<file path="src/design/spt_pkg.sv">
// Package with register map, field positions, reset values and timing constants of the timer.
`default_nettype none
package spt_pkg;
    // Byte addresses of the word-wide registers.
    localparam logic [7:0] ADDR_CONFIG = 8'h00;
    localparam logic [7:0] ADDR_COUNT = 8'h04;
    localparam logic [7:0] ADDR_WDOG_CLEAR = 8'h08;
    localparam logic [7:0] ADDR_WDOG_STATUS = 8'h0C;
    localparam int ADDR_W = 8;
    // Configuration register fields.
    localparam int CFG_RATE_LSB = 0;
    localparam int CFG_RATE_MSB = 2;
    localparam int CFG_OWNER_BIT = 3;
    localparam int CFG_EDGE_BIT = 4;
    localparam int CFG_SRC_BIT = 5;
    localparam logic [7:0] CFG_RESET = 8'hFF;
    // Phase generator: four device clocks form one instruction cycle.
    localparam logic [1:0] PHASE_TWO = 2'h1;
    localparam logic [1:0] PHASE_FOUR = 2'h3;
    // Watchdog enable reset value and AHB-Lite transfer codes.
    localparam logic [7:0] WDOG_ENABLE_RESET = 8'h00;
    localparam logic [1:0] HTRANS_NONSEQ = 2'h2;
    localparam logic [2:0] HSIZE_WORD = 3'h2;
endpackage
`default_nettype wire

</file>
<file path="src/design/spt_timer.sv">
// Shared-prescaler eight-bit timer with watchdog, reached over AHB-Lite.
// Contract
// - External input sampled on phase two and phase four; raw when unprescaled.
// - One prescaler, owned by counter or watchdog; the other runs undivided.
// - Software can neither read nor write the prescaler count.
// - Ownership and ratio come from configuration bits three down to zero.
// - Ownership bit one gives prescaler to watchdog, zero to counter.
// - Counter write clears prescaler when counter owns it; ownership unchanged.
// - Watchdog clear clears prescaler and watchdog count when watchdog owns it.
// - Counter divide is 2^(n+1); watchdog divide is 2^n.
// - Edge bit one counts falling external edges, zero counts rising.
//
// The register addresses and register access over AHB-Lite were left to the implementer.
`default_nettype none
module spt_timer #(
    parameter int WDOG_W = 18
) (
    input wire logic REF_CLK_I,
    input wire logic RESETN_I,
    input wire logic EXT_COUNT_INPUT_I,
    input wire logic WDOG_TICK_I,
    input wire logic HSEL_I,
    input wire logic [31:0] HADDR_I,
    input wire logic [1:0] HTRANS_I,
    input wire logic HWRITE_I,
    input wire logic [2:0] HSIZE_I,
    input wire logic [31:0] HWDATA_I,
    input wire logic HREADY_I,
    output logic [31:0] HRDATA_O,
    output logic HREADYOUT_O,
    output logic HRESP_O,
    output logic [7:0] COUNT_O,
    output logic OVERFLOW_O,
    output logic WDOG_RESET_O
);
    // Bus address-phase capture and register state.
    logic wr_pend_r, wr_pend_nxt;
    logic [spt_pkg::ADDR_W-1:0] wr_addr_r, wr_addr_nxt;
    logic [31:0] rdata_r, rdata_nxt;
    logic [7:0] cfg_r, cfg_nxt;
    logic [7:0] cnt_r, cnt_nxt;
    logic [7:0] presc_r, presc_nxt;
    logic [WDOG_W-1:0] wdog_r, wdog_nxt;
    logic wdog_en_r, wdog_en_nxt;
    logic wdog_rst_r, wdog_rst_nxt;
    logic ovf_r, ovf_nxt;
    logic [1:0] phase_r, phase_nxt;
    logic ext_s1_r, ext_s2_r;
    logic samp_r, samp_nxt;
    logic src_prev_r, src_prev_nxt;

    logic addr_ok, owner_wdog, ext_level, edge_seen, cnt_wr, wd_clr;
    logic [7:0] presc_inc;
    logic [2:0] rate;
    logic tap_cnt, tap_wd, cnt_tick, wd_tick, instr_tick;

    // The pin is asynchronous, so two flops sit before anything reads it.
    always_ff @(posedge REF_CLK_I or negedge RESETN_I) begin
        if (!RESETN_I) begin
            ext_s1_r <= 1'b0;
            ext_s2_r <= 1'b0;
        end else begin
            ext_s1_r <= EXT_COUNT_INPUT_I;
            ext_s2_r <= ext_s1_r;
        end
    end

    assign addr_ok = HSEL_I && HREADY_I && (HTRANS_I == spt_pkg::HTRANS_NONSEQ);
    assign owner_wdog = cfg_r[spt_pkg::CFG_OWNER_BIT];
    assign rate = cfg_r[spt_pkg::CFG_RATE_MSB:spt_pkg::CFG_RATE_LSB];
    assign cnt_wr = wr_pend_r && (wr_addr_r == spt_pkg::ADDR_COUNT);
    assign wd_clr = wr_pend_r && (wr_addr_r == spt_pkg::ADDR_WDOG_CLEAR);
    assign instr_tick = (phase_r == spt_pkg::PHASE_FOUR);
    // Edge polarity is applied before the prescaler so both owners see one clean event.
    assign ext_level = ext_s2_r ^ cfg_r[spt_pkg::CFG_EDGE_BIT];

    // Source event into the counter path, one cycle wide.
    always_comb begin
        if (cfg_r[spt_pkg::CFG_SRC_BIT]) begin
            edge_seen = samp_r && !src_prev_r;
        end else begin
            edge_seen = instr_tick;
        end
    end

    // Prescaler taps: counter owner uses bit n (2^(n+1)), watchdog uses bit n-1 (2^n).
    // A tap fires when its bit falls, so the first output comes after a full period.
    assign presc_inc = presc_r + 8'h01;
    assign tap_cnt = presc_r[rate] && !presc_inc[rate];
    assign tap_wd = (rate == 3'h0) ? 1'b1 :
        (presc_r[rate - 3'h1] && !presc_inc[rate - 3'h1]);
    assign cnt_tick = owner_wdog ? edge_seen : (edge_seen && tap_cnt);
    assign wd_tick = owner_wdog ? (WDOG_TICK_I && tap_wd) : WDOG_TICK_I;

    // Next-state logic for bus, configuration, prescaler, counter and watchdog.
    always_comb begin
        wr_pend_nxt = addr_ok && HWRITE_I;
        wr_addr_nxt = addr_ok ? HADDR_I[spt_pkg::ADDR_W-1:0] : wr_addr_r;
        rdata_nxt = rdata_r;
        cfg_nxt = cfg_r;
        cnt_nxt = cnt_r;
        presc_nxt = presc_r;
        wdog_nxt = wdog_r;
        wdog_en_nxt = wdog_en_r;
        wdog_rst_nxt = wdog_rst_r;
        ovf_nxt = 1'b0;
        phase_nxt = phase_r + 2'h1;
        // Sampling only on the two phases slows the pin but hides glitches.
        samp_nxt = ((phase_r == spt_pkg::PHASE_TWO) || (phase_r == spt_pkg::PHASE_FOUR)) ?
            ext_level : samp_r;
        src_prev_nxt = cfg_r[spt_pkg::CFG_SRC_BIT] ? samp_r : src_prev_r;
        // The prescaler advances for whichever unit owns it.
        if (owner_wdog ? WDOG_TICK_I : edge_seen) begin
            presc_nxt = presc_inc;
        end
        if (cnt_tick) begin
            cnt_nxt = cnt_r + 8'h01;
            ovf_nxt = (cnt_r == 8'hFF);
        end
        if (wdog_en_r && wd_tick) begin
            wdog_nxt = wdog_r + {{(WDOG_W-1){1'b0}}, 1'b1};
            if (&wdog_r) begin
                wdog_rst_nxt = 1'b1;
            end
        end
        // Read data; the prescaler has no read path at all.
        if (addr_ok && !HWRITE_I) begin
            case (HADDR_I[spt_pkg::ADDR_W-1:0])
                spt_pkg::ADDR_CONFIG: rdata_nxt = {24'h000000, cfg_r};
                spt_pkg::ADDR_COUNT: rdata_nxt = {24'h000000, cnt_r};
                spt_pkg::ADDR_WDOG_STATUS: rdata_nxt = {30'h00000000, wdog_rst_r, wdog_en_r};
                default: rdata_nxt = 32'h00000000;
            endcase
        end
        // Data-phase writes; a counter write wins over a count event.
        if (wr_pend_r) begin
            case (wr_addr_r)
                spt_pkg::ADDR_CONFIG: cfg_nxt = HWDATA_I[7:0];
                spt_pkg::ADDR_COUNT: cnt_nxt = HWDATA_I[7:0];
                spt_pkg::ADDR_WDOG_STATUS: begin
                    wdog_en_nxt = HWDATA_I[0];
                    wdog_rst_nxt = wdog_rst_r && !HWDATA_I[1];
                end
                default: cnt_nxt = cnt_nxt;
            endcase
        end
        if (cnt_wr && !owner_wdog) begin
            presc_nxt = 8'h00;
        end
        if (wd_clr) begin
            wdog_nxt = '0;
            if (owner_wdog) begin
                presc_nxt = 8'h00;
            end
        end
    end

    // Register stage for all state above except the two input synchronizer flops.
    always_ff @(posedge REF_CLK_I or negedge RESETN_I) begin
        if (!RESETN_I) begin
            wr_pend_r <= 1'b0;
            wr_addr_r <= '0;
            rdata_r <= 32'h00000000;
            cfg_r <= spt_pkg::CFG_RESET;
            cnt_r <= 8'h00;
            presc_r <= 8'h00;
            wdog_r <= '0;
            wdog_en_r <= spt_pkg::WDOG_ENABLE_RESET[0];
            wdog_rst_r <= 1'b0;
            ovf_r <= 1'b0;
            phase_r <= 2'h0;
            // Matching the idle pin level under the reset polarity avoids a false edge.
            samp_r <= spt_pkg::CFG_RESET[spt_pkg::CFG_EDGE_BIT];
            src_prev_r <= spt_pkg::CFG_RESET[spt_pkg::CFG_EDGE_BIT];
        end else begin
            wr_pend_r <= wr_pend_nxt;
            wr_addr_r <= wr_addr_nxt;
            rdata_r <= rdata_nxt;
            cfg_r <= cfg_nxt;
            cnt_r <= cnt_nxt;
            presc_r <= presc_nxt;
            wdog_r <= wdog_nxt;
            wdog_en_r <= wdog_en_nxt;
            wdog_rst_r <= wdog_rst_nxt;
            ovf_r <= ovf_nxt;
            phase_r <= phase_nxt;
            samp_r <= samp_nxt;
            src_prev_r <= src_prev_nxt;
        end
    end

    // Data, count and status outputs come straight from flops; HREADYOUT_O and HRESP_O are tied, so the slave never waits and never errors.
    assign HRDATA_O = rdata_r;
    assign HREADYOUT_O = RESETN_I | 1'b1;
    assign HRESP_O = 1'b0;
    assign COUNT_O = cnt_r;
    assign OVERFLOW_O = ovf_r;
    assign WDOG_RESET_O = wdog_rst_r;

    // Checks on the prescaler sharing and clearing, input sampling and the internal count source.
    AST_CNT_WR_CLR: assert property (@(posedge REF_CLK_I) disable iff (!RESETN_I)
        (cnt_wr && !owner_wdog) |=> (presc_r == 8'h00)) else $error("Counter write kept prescaler.");
    AST_CNT_WR_OWN: assert property (@(posedge REF_CLK_I) disable iff (!RESETN_I)
        (cnt_wr) |=> (owner_wdog == $past(owner_wdog))) else $error("Counter write moved owner.");
    AST_WD_CLR: assert property (@(posedge REF_CLK_I) disable iff (!RESETN_I)
        (wd_clr && owner_wdog) |=> (presc_r == 8'h00 && wdog_r == '0)) else $error("Clear failed.");
    AST_WD_UNDIV: assert property (@(posedge REF_CLK_I) disable iff (!RESETN_I)
        (!owner_wdog && WDOG_TICK_I) |-> wd_tick) else $error("Watchdog divided without owner.");
    AST_CNT_UNDIV: assert property (@(posedge REF_CLK_I) disable iff (!RESETN_I)
        (owner_wdog && edge_seen) |-> cnt_tick) else $error("Counter divided without owner.");
    AST_SAMPLE: assert property (@(posedge REF_CLK_I) disable iff (!RESETN_I)
        (phase_r == spt_pkg::PHASE_FOUR) |=> (samp_r == $past(ext_level))) else $error("Bad sample.");
    AST_HOLD: assert property (@(posedge REF_CLK_I) disable iff (!RESETN_I)
        (phase_r == 2'h0) |=> $stable(samp_r)) else $error("Sample off phase.");
    AST_INT_SRC: assert property (@(posedge REF_CLK_I) disable iff (!RESETN_I)
        (!cfg_r[spt_pkg::CFG_SRC_BIT] && !instr_tick) |-> !cnt_tick) else $error("Stray count.");
    AST_RATE0: assert property (@(posedge REF_CLK_I) disable iff (!RESETN_I)
        (!owner_wdog && rate == 3'h0 && edge_seen && !cnt_wr && presc_r[0]) |-> cnt_tick)
        else $error("Ratio two wrong.");
    COV_OVF: cover property (@(posedge REF_CLK_I) disable iff (!RESETN_I) OVERFLOW_O);
    COV_WDRST: cover property (@(posedge REF_CLK_I) disable iff (!RESETN_I) $rose(wdog_rst_r));
    COV_EXT: cover property (@(posedge REF_CLK_I) disable iff (!RESETN_I)
        cfg_r[spt_pkg::CFG_SRC_BIT] && cnt_tick);
endmodule
`default_nettype wire
</file>
<file path="config.mk">
export PLATFORM = sky130hd
export DESIGN_NAME = spt_timer
export DESIGN_NICKNAME = d
export VERILOG_FILES = /design/src/design/spt_pkg.sv /design/src/design/spt_timer.sv
export SDC_FILE = /design/constraint.sdc
export NUM_CORES = 1
export LEC_CHECK = 0
export ABC_AREA = 1
export BUFFER_PORTS_ARGS = -buffer_cell sky130_fd_sc_hd__buf_2
export CAP_MARGIN = 20
export CORE_MARGIN = 5
export CORE_UTILIZATION = 45
export DETAILED_ROUTE_END_ITERATION = 8
export GPL_ROUTABILITY_DRIVEN = 0
export HOLD_SLACK_MARGIN = 0.03
export PLACE_DENSITY = 0.8
export SYNTH_ARGS = -nofsm -noshare
export SYNTH_HDL_FRONTEND = slang
export SYNTH_SLANG_ARGS = --single-unit
</file>
<file path="constraint.sdc">
create_clock -name REF_CLK_I -period 3.1 [get_ports REF_CLK_I]
set_input_delay 0.465 -clock REF_CLK_I [delete_from_list [all_inputs] [get_ports REF_CLK_I]]
set_output_delay 0.465 -clock REF_CLK_I [all_outputs]
set_load 0.01 [all_outputs]
</file>
Word level (Yosys, flattened, before mapping)
Cells that the tools add are included.
- $lt $le $gt $ge: 2
- reductions and logical operators: 28
- mux-type cells: 28
- bitwise operators: 1
- $add $sub $neg: 5
- equality and inequality tests: 9
- operators by type and width (cell ; count):
    $mux 8 ; 7
    $mux 18 ; 2
    $eq 8x4->1 const B ; 3
    $pmux 8 s3 ; 1
    $add 18x1->18 const B ; 1
    $reduce_and 18->1 ; 1
    $add 8x1->8 const B ; 2
    $eq 8x3->1 const B ; 2
    $logic_not 8->1 ; 2
    $logic_and 1x1->1 ; 14
    $mux 1 ; 14
    $bmux 1 s3 ; 4
    $eq 8x8->1 const B ; 1
    $lt 3x4->1 const B ; 2
    $logic_not 1->1 ; 6
    $eq 2x2->1 const B ; 2
    $reduce_and 2->1 ; 2
    $logic_not 3->1 ; 1
    $sub 3x1->3 const B ; 1
    $add 2x1->2 const B ; 1
    $eq 2x1->1 const B ; 1
    $reduce_bool 2->1 ; 1
    $logic_or 1x1->1 ; 1
    $xor 1x1->1 ; 1
- logic and storage cells: 88
- flip-flop bits (word level): 92
- output and inout bits: 44
- input port bits: 76

Longest topological paths before layout
Gate-level depths: netlist of run 1.
- depth after elaboration: 12
- mapped depth: 14
- mapped depth without buffers: 14

Worst setup path before layout of run 1
Ideal clock, no wire load.
- kind: register to register
- from: register cfg_r[1]
- to: register wdog_r[14]
- data required time: 3.035 ns
- cell stages (with the launch flop): 14
- slack: 1.026 ns
- period minus slack after synthesis: 2.074 ns
- arrival time: 2.009 ns
- cells stage by stage: dfstp_2 -> inv_1 -> ha_1 -> inv_1 -> a21oi_1 -> o21ai_0 -> a21oi_2 -> nand3_2 -> nand2_4 -> nand2_8 -> nand2_8 -> buf_12 -> nand3b_2 -> nand2_2
- cells in the longest elaborated chain, start to end: 10
- RTL lines (element ; RTL line ; source):
    start: declaration ; spt_timer.sv:40 ; logic [7:0] cfg_r, cfg_nxt;
    start signal: assignment ; spt_timer.sv:164 ; cfg_r <= spt_pkg::CFG_RESET;
    start signal: assignment ; spt_timer.sv:179 ; cfg_r <= cfg_nxt;
    $sub 3x1->3 ; spt_timer.sv:91 ; (presc_r[rate - 3'h1] && !presc_inc[rate - 3'h1]);
    $bmux 1 s3 ; spt_timer.sv:91 ;
    $mux 1 (not written as such) ; spt_timer.sv:91 ;
    $logic_not 1->1 ; spt_timer.sv:91 ;
    $logic_and 1x1->1 ; spt_timer.sv:91 ;
    $mux 1 * ; spt_timer.sv:90 ; assign tap_wd = (rate == 3'h0) ? 1'b1 :
    $logic_and 1x1->1 * ; spt_timer.sv:93 ; assign wd_tick = owner_wdog ? (WDOG_TICK_I && tap_wd) : WDOG_TICK_I;
    $mux 1 * ; spt_timer.sv:93 ;
    $logic_and 1x1->1 * ; spt_timer.sv:120 ; if (wdog_en_r && wd_tick) begin
    $reduce_bool 2->1 (no line) * ; n/a ;
    end signal: assignment ; spt_timer.sv:182 ; wdog_r <= wdog_nxt;
    end: declaration ; spt_timer.sv:43 ; logic [WDOG_W-1:0] wdog_r, wdog_nxt;
Every way passes the cells marked *; elsewhere a longest branch is shown, timed or not. The select of a mux whose other input is x is not followed.
A chain may end at the register's enable or synchronous reset.

Worst setup path after layout of run 1
- from: register cfg_r[0]
- to: register wdog_r[3]
Same word-level chain as after synthesis.

==> results.ini, run 1 <==
[worst_setup_path]
crit_family=simple AND/OR/NAND/NOR gates
r2r-end=wdog_r[3]
r2r_start=cfg_r[0]
max_stage_delay_ns=0.68
rr_worst_depth=12
worstSetupStartpointType=flop
crit_path_end_kind=flop
path_cells=inv_2 > ha_1 > inv_1 > a21oi_1 > o21ai_0 > a21oi_2 > nand3_2 > nand2_4 > nand2_8 > nand2_8 > nand3b_1 > nand2_1
arrival_ns=2.79
worstSetupPathType=reg -> reg
rrSetupSlack_ns=0.59
crit_path_max_fanout=19
cpMostUsedCell=nand2_8
timing.critical_path.buf_inv=2
crit_required_ns=3.38
crit_slowest_cell=dfstp_2

[final_layout]
antenna_cells=0
fin_cells=722
drive_gt1_share_pct=18.2
final_util_pct=50.8
synthToLayoutAreaGrowth_pct=9.59
fin_nets=671

[clock_network]
cts_buffers=9
cts_sinks=68
tritoncts=built
cts_hold_buf=0
h-tree-depth=3
clk_latency_ns=0.34
clk_pin_slew_ns=0.07
cts_resized=0
cts_root_buf=clkbuf_8
clockBufferDepth=2
post_cts_buffers=0

[synthesis]
synth_seq_cells=68
synth.area.top_cells=dfrtp_1 34%, nand2_1 12%, dfstp_2 6.1%, nand3_1 6.0%, inv_1 5.7%
ys_warn_count=0
ys_types=41
syn_inst=546
yosysTopAreaCell=dfrtp_1
seq_area_frac_synth_pct=40.1
syn_avg_cell_area_um2=7.84
synth_area_um2=4280
yosys.area.top_type_share_pct=33.9

[timing]
maxSlewHeadroom_pct=37.7
fin_crit_sh_pct=81.1
tns_ns=0
drv_slew=0
setup_viol=0
rsz0062_at_grt=false
skew_ns=0.0112
fin_crit_ns=2.51
tightest_slew_ns=0.932
fmax_mhz=398
finalHoldViolations=0
setup_slack_ns=0.587

[grt]
grt_usage_pct=16.7
grt_max_degree=39
grt_first_pass_wirelength_um=15900
grt_pass1_vias=3552
antenna_found_initial=0
overflow=0

[route]
drtAntennaViolNets=0
drt_iter0_markers=278
via_per_inst=5.11
routedWlPerCell_um=13.0
drt-total-wl_um=9350
vias=3689
drc=0
dr.pass1.iters=5

[power]
p_int_mw=1.81
pwr-share-comb_pct=33.8
power.switching_mw=1.18
p_leak_nw=2.51
peakVddDrop_mv=0.329
sw_frac_of_total_pct=39.6
p_total_mw=2.99
clockPowerShare_pct=24.6
pwr-share-seq_pct=41.7
p_per_area_nw_per_um2=638

[hold_path]
min-delay-path-class=in -> async

[flow_run]
cap_violations=0

[placed_design]
dp_cells=706
portBuffers=42
dp.final_hpwl_um=6980
dp_slack_ns=0.631

[die]
die_h_um=108
dieArea_um2=11600
start_util_pct=46.3
core-area_um2=9240
die_w_um=108
io_pins=120
rows=35

[run_status]
outcome=complete, no violations

## worst max path at each step
stage                  start         end  slack (ns)  cells after the start
floorplan           cfg_r[1]  wdog_r[14]        1.03                     13
global placement    cfg_r[0]   wdog_r[5]        0.68                     12
detailed placement  cfg_r[0]   wdog_r[5]        0.63                     12
CTS                 cfg_r[0]   wdog_r[5]        0.61                     12
global route        cfg_r[0]   wdog_r[9]        0.45                     12
finish              cfg_r[0]   wdog_r[3]        0.59                     12
## cell families after synthesis
family / count (synthesis) / share of synthesized area, %
compound gates: 61 / 8.01
other cells: 2 / 0.176
fa+ha+maj: 7 / 2.05
buf+inv: 107 / 12.4
xor+xnor: 25 / 5.12
flops: 68 / 40.1
simple gates: 276 / 32.2
## per-stage QoR
step / area, um2 / hold slack [ns]
5_1_grt: 4690 / 0.225
2_1_floorplan: 4370 / 0.169
3_3_place_gp: 4490 / 0.337
4_1_cts: 4690 / 0.218
6_report: 4690 / 0.235
3_5_place_dp: 4490 / 0.342
## synthesized netlist by cell type
cell type and number:
a211oi_1 2, a21oi_1 15, a21oi_2 1, a221oi_1 2, a311oi_1 3, and3_1 1, buf_12 1, buf_2 2
buf_4 27, buf_6 1, clkbuf_1 6, clkinv_1 1, conb_1 2, dfrtp_1 58, dfstp_2 10, ha_1 7
inv_1 65, inv_2 4, nand2_1 133, nand2_2 8, nand2_4 3, nand2_8 2, nand3_1 51, nand3_2 12
nand3b_1 8, nand3b_2 3, nand4_1 5, nand4_4 1, nor2_1 32, nor2_2 1, nor2_4 2, nor3_1 8
nor3b_1 1, nor4_1 5, o21a_1 1, o21ai_0 21, o21ai_1 12, o21ai_2 1, o22ai_1 3, xnor2_1 5
xor2_1 20
## cell type report
class | count | area, um2
sequential | 68 | 1710
tap | 129 | 161
fill | 856 | 4550
inverter | 70 | 263
multi-input combinational | 395 | 2130
clock buffer | 10 | 138
timing repair buffer | 44 | 225
clock inverter | 6 | 62.6
## registers in the layout (all words and copies together), names as in the netlist
name          count
COUNT_O           8
wdog_en_r         1
wr_pend_r         1
OVERFLOW_O        1
wr_addr_r         8
cfg_r             8
samp_r            1
ext_s1_r          1
ext_s2_r          1
HRDATA_O          8
wdog_r           18
presc_r           8
WDOG_RESET_O      1
src_prev_r        1
phase_r           2
## power groups by stage
stage          sequential, mW  combinational [mW]  clock [mW]
6_report                 1.25                1.01       0.734
2_1_floorplan            1.22               0.822           0
4_1_cts                  1.24                1.01       0.754
3_3_place_gp             1.24               0.961           0
5_1_grt                  1.27                1.14       0.794
3_5_place_dp             1.26                1.00           0
## layout by cell type (no fill, tap or decap), types with 2 or more instances in the layout
| cell type | count |
|---|---|
| nand2_8 | 2 |
| nor2_1 | 32 |
| ha_1 | 7 |
| nor4_1 | 5 |
| buf_2 | 42 |
| nand3_1 | 51 |
| buf_4 | 2 |
| a21oi_1 | 15 |
| nor2_4 | 2 |
| xor2_1 | 20 |
| nand3_2 | 12 |
| o22ai_1 | 3 |
| nand2_2 | 8 |
| a221oi_1 | 2 |
| nand3b_2 | 3 |
| o21ai_1 | 12 |
| nand2_1 | 133 |
| dfrtp_1 | 58 |
| a211oi_1 | 2 |
| nand3b_1 | 8 |
| conb_1 | 26 |
| dfstp_2 | 10 |
| nor3_1 | 8 |
| xnor2_1 | 5 |
| inv_1 | 65 |
| a311oi_1 | 3 |
| clkinv_2 | 3 |
| inv_2 | 4 |
| nand2_4 | 3 |
| nand4_1 | 5 |
| clkbuf_8 | 10 |
| o21ai_0 | 21 |
## per-layer routing
metal	vias up	part of all wire, %	routed length [um]	track usage (%)
met2	149	47	4350	26.6
met3	22	7.0	651	3.00
met4	0	1.8	173	6.04
li1	1797	-	-	-
met5	-	0	0	0
met1	1721	45	4170	22.8
No activity file was read; power rests on OpenSTA's default activity.
==> run 2: changes to the inputs <==
--- a/config.mk
+++ b/config.mk
@@ -5,7 +5,7 @@
 export SDC_FILE = /design/constraint.sdc
 export NUM_CORES = 1
 export LEC_CHECK = 0
-export ABC_AREA = 1
+export ABC_AREA = 0
 export BUFFER_PORTS_ARGS = -buffer_cell sky130_fd_sc_hd__buf_2
 export CAP_MARGIN = 20
 export CORE_MARGIN = 5
@@ -13,7 +13,7 @@
 export DETAILED_ROUTE_END_ITERATION = 8
 export GPL_ROUTABILITY_DRIVEN = 0
 export HOLD_SLACK_MARGIN = 0.03
-export PLACE_DENSITY = 0.8
+export PLACE_DENSITY = 0.81
 export SYNTH_ARGS = -nofsm -noshare
 export SYNTH_HDL_FRONTEND = slang
 export SYNTH_SLANG_ARGS = --single-unit
==> constraint.sdc (replaced) <==
create_clock -name REF_CLK_I -period 2.4 [get_ports REF_CLK_I]
set_input_delay 0.36 -clock REF_CLK_I [delete_from_list [all_inputs] [get_ports REF_CLK_I]]
set_output_delay 0.36 -clock REF_CLK_I [all_outputs]
set_load 0.01 [all_outputs]
==> run 2 against run 1 <==
Compared with the run above:
- sequential power grew 47%
- cell count fell by 16%
- cell area grew 4.4%
- clock skew rose by 0.00060 ns
- sequential share of layout area down 1.5 points
- via count shrank 7.5%
- maximum frequency grew 5.0%
- non-clock buffer count grew 22
- wire length increased by 1.8%
- area after synthesis fell by 3.1%
- highest routed layer unchanged
- largest power group unchanged
- clock power rose by 20%
==> results.ini, run 2 <==
[synthesis]
syn_avg_cell_area_um2=9.54  ; was 7.84 um2
ys.flop_type=dfrtp_1  ; unchanged
synthArstFlopShare_pct=100  ; unchanged
yosysTopAreaCell=dfrtp_1  ; unchanged
synth_seq_cells=68  ; unchanged
synth.area.top_cells=dfrtp_1 35%, dfstp_2 6.3%, buf_4 5.4%, nand2_1 4.6%, mux2i_1 4.3%  ; was dfrtp_1 34%, nand2_1 12%, dfstp_2 6.1%, nand3_1 6.0%, inv_1 5.7%
ys_types=58  ; was 41
synth_area_um2=4150  ; was 4280 um2
syn_inst=435  ; was 546
netlist_top_cells_count=58 x dfrtp_1, 51 x nand2_1, 35 x nor2_1, 30 x buf_4, 26 x o21ai_0  ; was 133 x nand2_1, 65 x inv_1, 58 x dfrtp_1, 51 x nand3_1, 32 x nor2_1
seq_area_frac_synth_pct=41.3  ; was 40.1%
ys_warn_count=0  ; unchanged
synth_enable_flop_cells=0  ; unchanged
yosysMostFrequentCell=dfrtp_1  ; was nand2_1
yosys.area.top_type_share_pct=35.0  ; was 33.9%

[worst_setup_path]
worstSetupStartpointType=flop  ; unchanged
crit_required_ns=2.68  ; was 3.38 ns
crit_path_max_fanout=14  ; was 19
arrival_ns=2.67  ; was 2.79 ns
crit_path_end_kind=flop  ; unchanged
worstSetupPathType=reg -> reg  ; unchanged

[grt]
overflow=0  ; unchanged
grt_max_degree=69  ; was 39
antenna_found_initial=0  ; unchanged
grt_pass1_vias=3376  ; was 3552
grt_first_pass_wirelength_um=15800  ; was 15900 um
grt_usage_pct=17.1  ; was 16.7%

[route]
drt_iter0_markers=271  ; was 278
via_per_inst=5.63  ; was 5.11
drc=0  ; unchanged
vias=3412  ; was 3689
routedWlPerCell_um=15.7  ; was 13.0 um
dr.pass1.iters=4  ; was 5
drtAntennaViolNets=0  ; unchanged
drt-total-wl_um=9530  ; was 9350 um

[timing]
finalHoldViolations=0  ; unchanged
maxSlewHeadroom_pct=56.5  ; was 37.7%
setup_slack_ns=0.00597  ; was 0.587 ns
rsz0062_at_grt=true  ; was false
tns_ns=0  ; unchanged
setup_viol=0  ; unchanged
fin_crit_sh_pct=99.8  ; was 81.1%
fin_hold_ws_ns=0.113  ; was 0.235 ns
tightest_slew_ns=0.652  ; was 0.932 ns
fin_crit_ns=2.39  ; was 2.51 ns
fmax_mhz=418  ; was 398 MHz
drv_slew=0  ; unchanged
skew_ns=0.0118  ; was 0.0112 ns

[final_layout]
antenna_cells=0  ; unchanged
fin_nets=573  ; was 671
largest_reg_flops=18  ; unchanged
most-common-layout-cells=56 x dfrtp_1, 50 x nand2_1, 42 x buf_2  ; was 133 x nand2_1, 65 x inv_1, 58 x dfrtp_1
fin_cells=606  ; was 722
final_common_cell=dfrtp_1  ; was nand2_1
fin_area_um2=4890  ; was 4690 um2
drive_gt1_share_pct=30.9  ; was 18.2%
regMostFlops=wdog_r  ; unchanged
final_util_pct=53.7  ; was 50.8%
synthToLayoutAreaGrowth_pct=18.0  ; was 9.59%

[placed_design]
portBuffers=42  ; unchanged
dp_slack_ns=-0.0948  ; was 0.631 ns
place_area_um2=4480  ; was 4490 um2
dp_cells=585  ; was 706
dp.final_hpwl_um=6570  ; was 6980 um

[die]
rows=35  ; unchanged
die_w_um=106  ; was 108 um
start_util_pct=45.5  ; was 46.3%
io_pins=120  ; unchanged
core-area_um2=9110  ; was 9240 um2
die_h_um=106  ; was 108 um
dieArea_um2=11200  ; was 11600 um2

[hold_path]
min-delay-path-class=in -> reg  ; was in -> async

[power]
power.switching_mw=1.58  ; was 1.18 mW
p_per_area_nw_per_um2=828  ; was 638 nW/um2
p_leak_nw=2.13  ; was 2.51 nW
p_int_mw=2.47  ; was 1.81 mW
pwr-share-seq_pct=45.3  ; was 41.7%
peakVddDrop_mv=0.464  ; was 0.329 mV
p_total_mw=4.05  ; was 2.99 mW
sw_frac_of_total_pct=39.0  ; was 39.6%
pwr-share-comb_pct=32.9  ; was 33.8%
clockPowerShare_pct=21.8  ; was 24.6%

[run_status]
outcome=complete, no violations  ; unchanged

[clock_network]
tritoncts=built  ; unchanged
clockBufferDepth=2  ; unchanged
h-tree-depth=3  ; unchanged
clk_latency_ns=0.36  ; was 0.34 ns
cts_buffers=9  ; unchanged
cts_root_buf=clkbuf_8  ; unchanged
cts_sinks=68  ; unchanged
clk_pin_slew_ns=0.09  ; was 0.07 ns

[flow_run]
cap_violations=0  ; unchanged

## run 2: final timing paths
path / startpoint / to / cells past startpoint / slack, ns
setup reg to reg: cfg_r[0] / wdog_r[9] / 8 / 0.006
min in group asynchronous: RESETN_I / presc_r[4] / 3 / 0.53
hold / removal: EXT_COUNT_INPUT_I / ext_s1_r / 1 / 0.11
max in group asynchronous: RESETN_I / cfg_r[1] / 3 / 1.52
hold reg to reg: ext_s1_r / ext_s2_r / 0 / 0.36
setup / recovery: cfg_r[0] / wdog_r[9] / 8 / 0.006
## run 2: cell families (layout without fill, tap and decap cells)
logic type / Yosys count / in the layout / synth area share [%]
buffers and inverters: 58 / 93 / 8.48
DFF: 68 / 68 / 41.3
adders and majority gates: 7 / 7 / 2.11
AOI/OAI and AO/OA: 85 / 86 / 13.9
and+or+nand+nor: 162 / 162 / 20.7
xor gates and xnor gates: 18 / 18 / 3.80
muxes: 35 / 35 / 9.50
other: 2 / 26 / 0.181
## run 2: cell type report
cell class | count | area, um2
well taps | 111 | 139
clock buffers | 9 | 124
inverters | 11 | 46.3
fillers | 789 | 4210
multi-input cells | 334 | 2380
repair buffers | 66 | 429
flip-flops and latches | 68 | 1720
clock inverters | 7 | 57.6
## run 2: power by group through the flow
stage	clock network (mW)	logic [mW]	registers [mW]
after floorplan	0	1.01	1.72
after global placement	0	1.18	1.81
after detailed placement	0	1.23	1.83
after CTS	0.894	1.25	1.81
after global routing	0.949	1.48	1.89
final	0.883	1.34	1.84
## run 2: what timing repair did
action                     CTS  global route
setup endpoints to repair    7            18
gates cloned                 0             1
buffers inserted             0             3
gates resized for setup      6            35
pin swaps                    0             9
hold buffers                 1             0
hold endpoints to repair    29             0
## run 2: critical path, stage by stage (launching register included)
cell      delay (ns)
dfstp_2         0.58
buf_4           0.24
mux4_2          0.53
and3b_1         0.20
nand3_2         0.12
nor3_4          0.06
buf_12          0.15
o211ai_1        0.22
mux2i_1         0.20
## run 2: layer usage
metal  GRT usage [%]  vias to the layer above  part of all wire (%)
met1            22.0                     1690                    43
li1                -                     1601                     -
met4            7.31                        0                   1.6
met5               0                        -                     0
met2            29.0                      110                    50
met3            2.19                       11                   5.5
==> run 3: changes to the inputs <==
--- a/config.mk
+++ b/config.mk
@@ -14,6 +14,7 @@
 export GPL_ROUTABILITY_DRIVEN = 0
 export HOLD_SLACK_MARGIN = 0.03
 export PLACE_DENSITY = 0.81
+export SETUP_SLACK_MARGIN = 0.1
 export SYNTH_ARGS = -nofsm -noshare
 export SYNTH_HDL_FRONTEND = slang
 export SYNTH_SLANG_ARGS = --single-unit
==> run 3 against run 2 <==
Compared with the run above:
- clock skew rose by 0.0047 ns
- critical path type unchanged
- maximum frequency is 3.0% lower
- critical path depth increased by 2
- sequential power about the same
- the run now ends with setup timing left
- combinational power is essentially flat
==> results.ini, run 3 (synthesis gave the netlist of run 2 again) <==
[grt]
grt_pass1_vias=3309  ; was 3376
grt_first_pass_wirelength_um=15800  ; about the same
antenna_found_initial=0  ; unchanged
grt_max_degree=25  ; was 69
overflow=0  ; unchanged
grt_usage_pct=17.0  ; was 17.1%

[die]
start_util_pct=45.5  ; unchanged
core-area_um2=9110  ; unchanged
die_h_um=106  ; unchanged
dieArea_um2=11200  ; unchanged
rows=35  ; unchanged
io_pins=120  ; unchanged
die_w_um=106  ; unchanged

[power]
power.switching_mw=1.58  ; about the same
p_per_area_nw_per_um2=846  ; was 828 nW/um2
sw_frac_of_total_pct=37.8  ; was 39.0%
p_int_mw=2.60  ; was 2.47 mW
pwr-share-comb_pct=32.2  ; was 32.9%
pwr-share-seq_pct=44.1  ; was 45.3%
clockPowerShare_pct=23.7  ; was 21.8%
p_leak_nw=2.18  ; was 2.13 nW
peakVddDrop_mv=0.560  ; was 0.464 mV

[final_layout]
final_util_pct=54.2  ; was 53.7%
regMostFlops=wdog_r  ; unchanged
fin_nets=579  ; was 573
most-common-layout-cells=58 x dfrtp_1, 50 x nand2_1, 42 x buf_2  ; was 56 x dfrtp_1, 50 x nand2_1, 42 x buf_2
largest_reg_flops=18  ; unchanged
final_common_cell=dfrtp_1  ; unchanged
synthToLayoutAreaGrowth_pct=18.9  ; was 18.0%
drive_gt1_share_pct=30.7  ; was 30.9%
antenna_cells=0  ; unchanged

[route]
routedWlPerCell_um=15.8  ; was 15.7 um
top_layer=met4  ; unchanged
via_per_inst=5.70  ; was 5.63
drt_iter0_markers=234  ; was 271
dr.pass1.iters=5  ; was 4
drtAntennaViolNets=0  ; unchanged
drt-total-wl_um=9670  ; was 9530 um
drc=0  ; unchanged
met3_length_um=478  ; was 520 um
wl_met1_um=4110  ; was 4050 um
wl_met2_um=4860  ; was 4800 um
vias=3491  ; was 3412

[timing]
maxSlewHeadroom_pct=60.3  ; was 56.5%
fin_crit_ns=2.47  ; was 2.39 ns
drv_slew=0  ; unchanged
tightest_slew_ns=0.595  ; was 0.652 ns
finalHoldViolations=0  ; unchanged
setup_slack_ns=-0.0684  ; was 0.00597 ns
fin_crit_sh_pct=103  ; was 99.8%
fmax_mhz=405  ; was 418 MHz
rsz0062_at_grt=true  ; unchanged
skew_ns=0.0165  ; was 0.0118 ns
setup_viol=2  ; was 0

[run_status]
violations=setup timing
outcome=complete, but fails checks  ; was complete, no violations

[worst_setup_path]
crit_slowest_cell=dfstp_2  ; unchanged
worstSetupStartpointType=flop  ; unchanged
path_cells=inv_6 > ha_4 > buf_6 > nand2b_1 > or4_4 > nand3_4 > buf_4 > nor4_4 > o21ai_0 > o31ai_1  ; was buf_4 > mux4_2 > and3b_1 > nand3_2 > nor3_4 > buf_12 > o211ai_1 > mux2i_1
crit_path_max_fanout=8  ; was 14
max_stage_delay_ns=0.58  ; about the same
worstSetupPathType=reg -> reg  ; unchanged
crit_required_ns=2.62  ; was 2.68 ns
crit_path_end_kind=flop  ; unchanged
arrival_ns=2.69  ; was 2.67 ns

[hold_path]
min-delay-path-class=in -> reg  ; unchanged

[clock_network]
cts_sinks=68  ; unchanged
tritoncts=built  ; unchanged
cts_root_buf=clkbuf_8  ; unchanged
cts_buffers=9  ; unchanged
clockBufferDepth=2  ; unchanged
clk_latency_ns=0.36  ; about the same
h-tree-depth=3  ; unchanged
clk_pin_slew_ns=0.08  ; was 0.09 ns

[placed_design]
dp_slack_ns=-0.0306  ; was -0.0948 ns
dp.final_hpwl_um=6710  ; was 6570 um
portBuffers=42  ; unchanged

[flow_run]
cap_violations=0  ; unchanged

[run 3: changes by cell type in the layout (fill, tap and decap cells not counted), moves of 2 or more]
cell	before	now
buf_4	19	25
dfrtp_1	56	58
dfrtp_2	2	0
nor4_2	2	4
nor4_4	7	4
o21ai_0	19	21
[run 3: path summary, 6_finish.rpt]
kind                              startpoint         end  slack (ns)  cells past startpoint
max reg2reg                         cfg_r[0]  wdog_r[16]       -0.07                     10
min in group asynchronous           RESETN_I    ext_s2_r        0.54                      2
min                        EXT_COUNT_INPUT_I    ext_s1_r        0.11                      1
max in group asynchronous           RESETN_I  wdog_r[15]        1.23                      3
max                                 cfg_r[0]  wdog_r[16]       -0.07                     10
min reg2reg                         ext_s1_r    ext_s2_r        0.35                      0
[run 3: layer usage]
metal	vias up	track usage (%)
met5	-	0
met4	0	7.12
met3	22	2.55
met2	139	28.8
met1	1711	21.8
li1	1619	-
[run 3: repair_timing]
item                                    4_1_cts  5_1_grt
pin swaps                                     4        9
hold buffers                                  1        0
endpoints found under the hold margin        14        0
setup buffers                                 2        4
gates resized for setup                      12       18
endpoints found under the setup margin       20       23
[run 3: stage by stage]
step / hold slack, ns / cell area, um2 / instances / setup TNS, ns / total power [mW]
detailed placement: 0.335 / 4510 / 589 / -0.0562 / 3.07
global route: 0.104 / 4930 / 612 / -0.794 / 4.43
finish: 0.107 / 4930 / 612 / -0.0768 / 4.17
CTS: 0.0985 / 4820 / 608 / 0 / 4.11
floorplan: 0.0644 / 4280 / 459 / -0.309 / 2.73
global placement: 0.337 / 4510 / 589 / 0 / 2.99
[run 3: cell type report]
cell class / instances / area (um2)
well taps: 111 / 139
repair buffers: 73 / 490
multi-input cells: 333 / 2340
flip-flops and latches: 68 / 1710
inverters: 11 / 46.3
clock inverters: 7 / 82.6
clock buffers: 9 / 124
fillers: 748 / 4180
[run 3: critical path: cells and delay by family, from the launching register on]
family                     cells  cell delay (ns)
and+or+nand+nor                4             0.71
adders and majority gates      1             0.29
AOI/OAI and AO/OA              2             0.34
buffers and inverters          3             0.39
DFF                            1             0.58
[run 3: power by group through the flow]
stage,logic (mW),clock network (mW),registers (mW)
detailed placement,1.23,0,1.84
finish,1.34,0.991,1.84
floorplan,1.01,0,1.72
global route,1.48,1.06,1.89
CTS,1.28,1.00,1.82
global placement,1.19,0,1.81
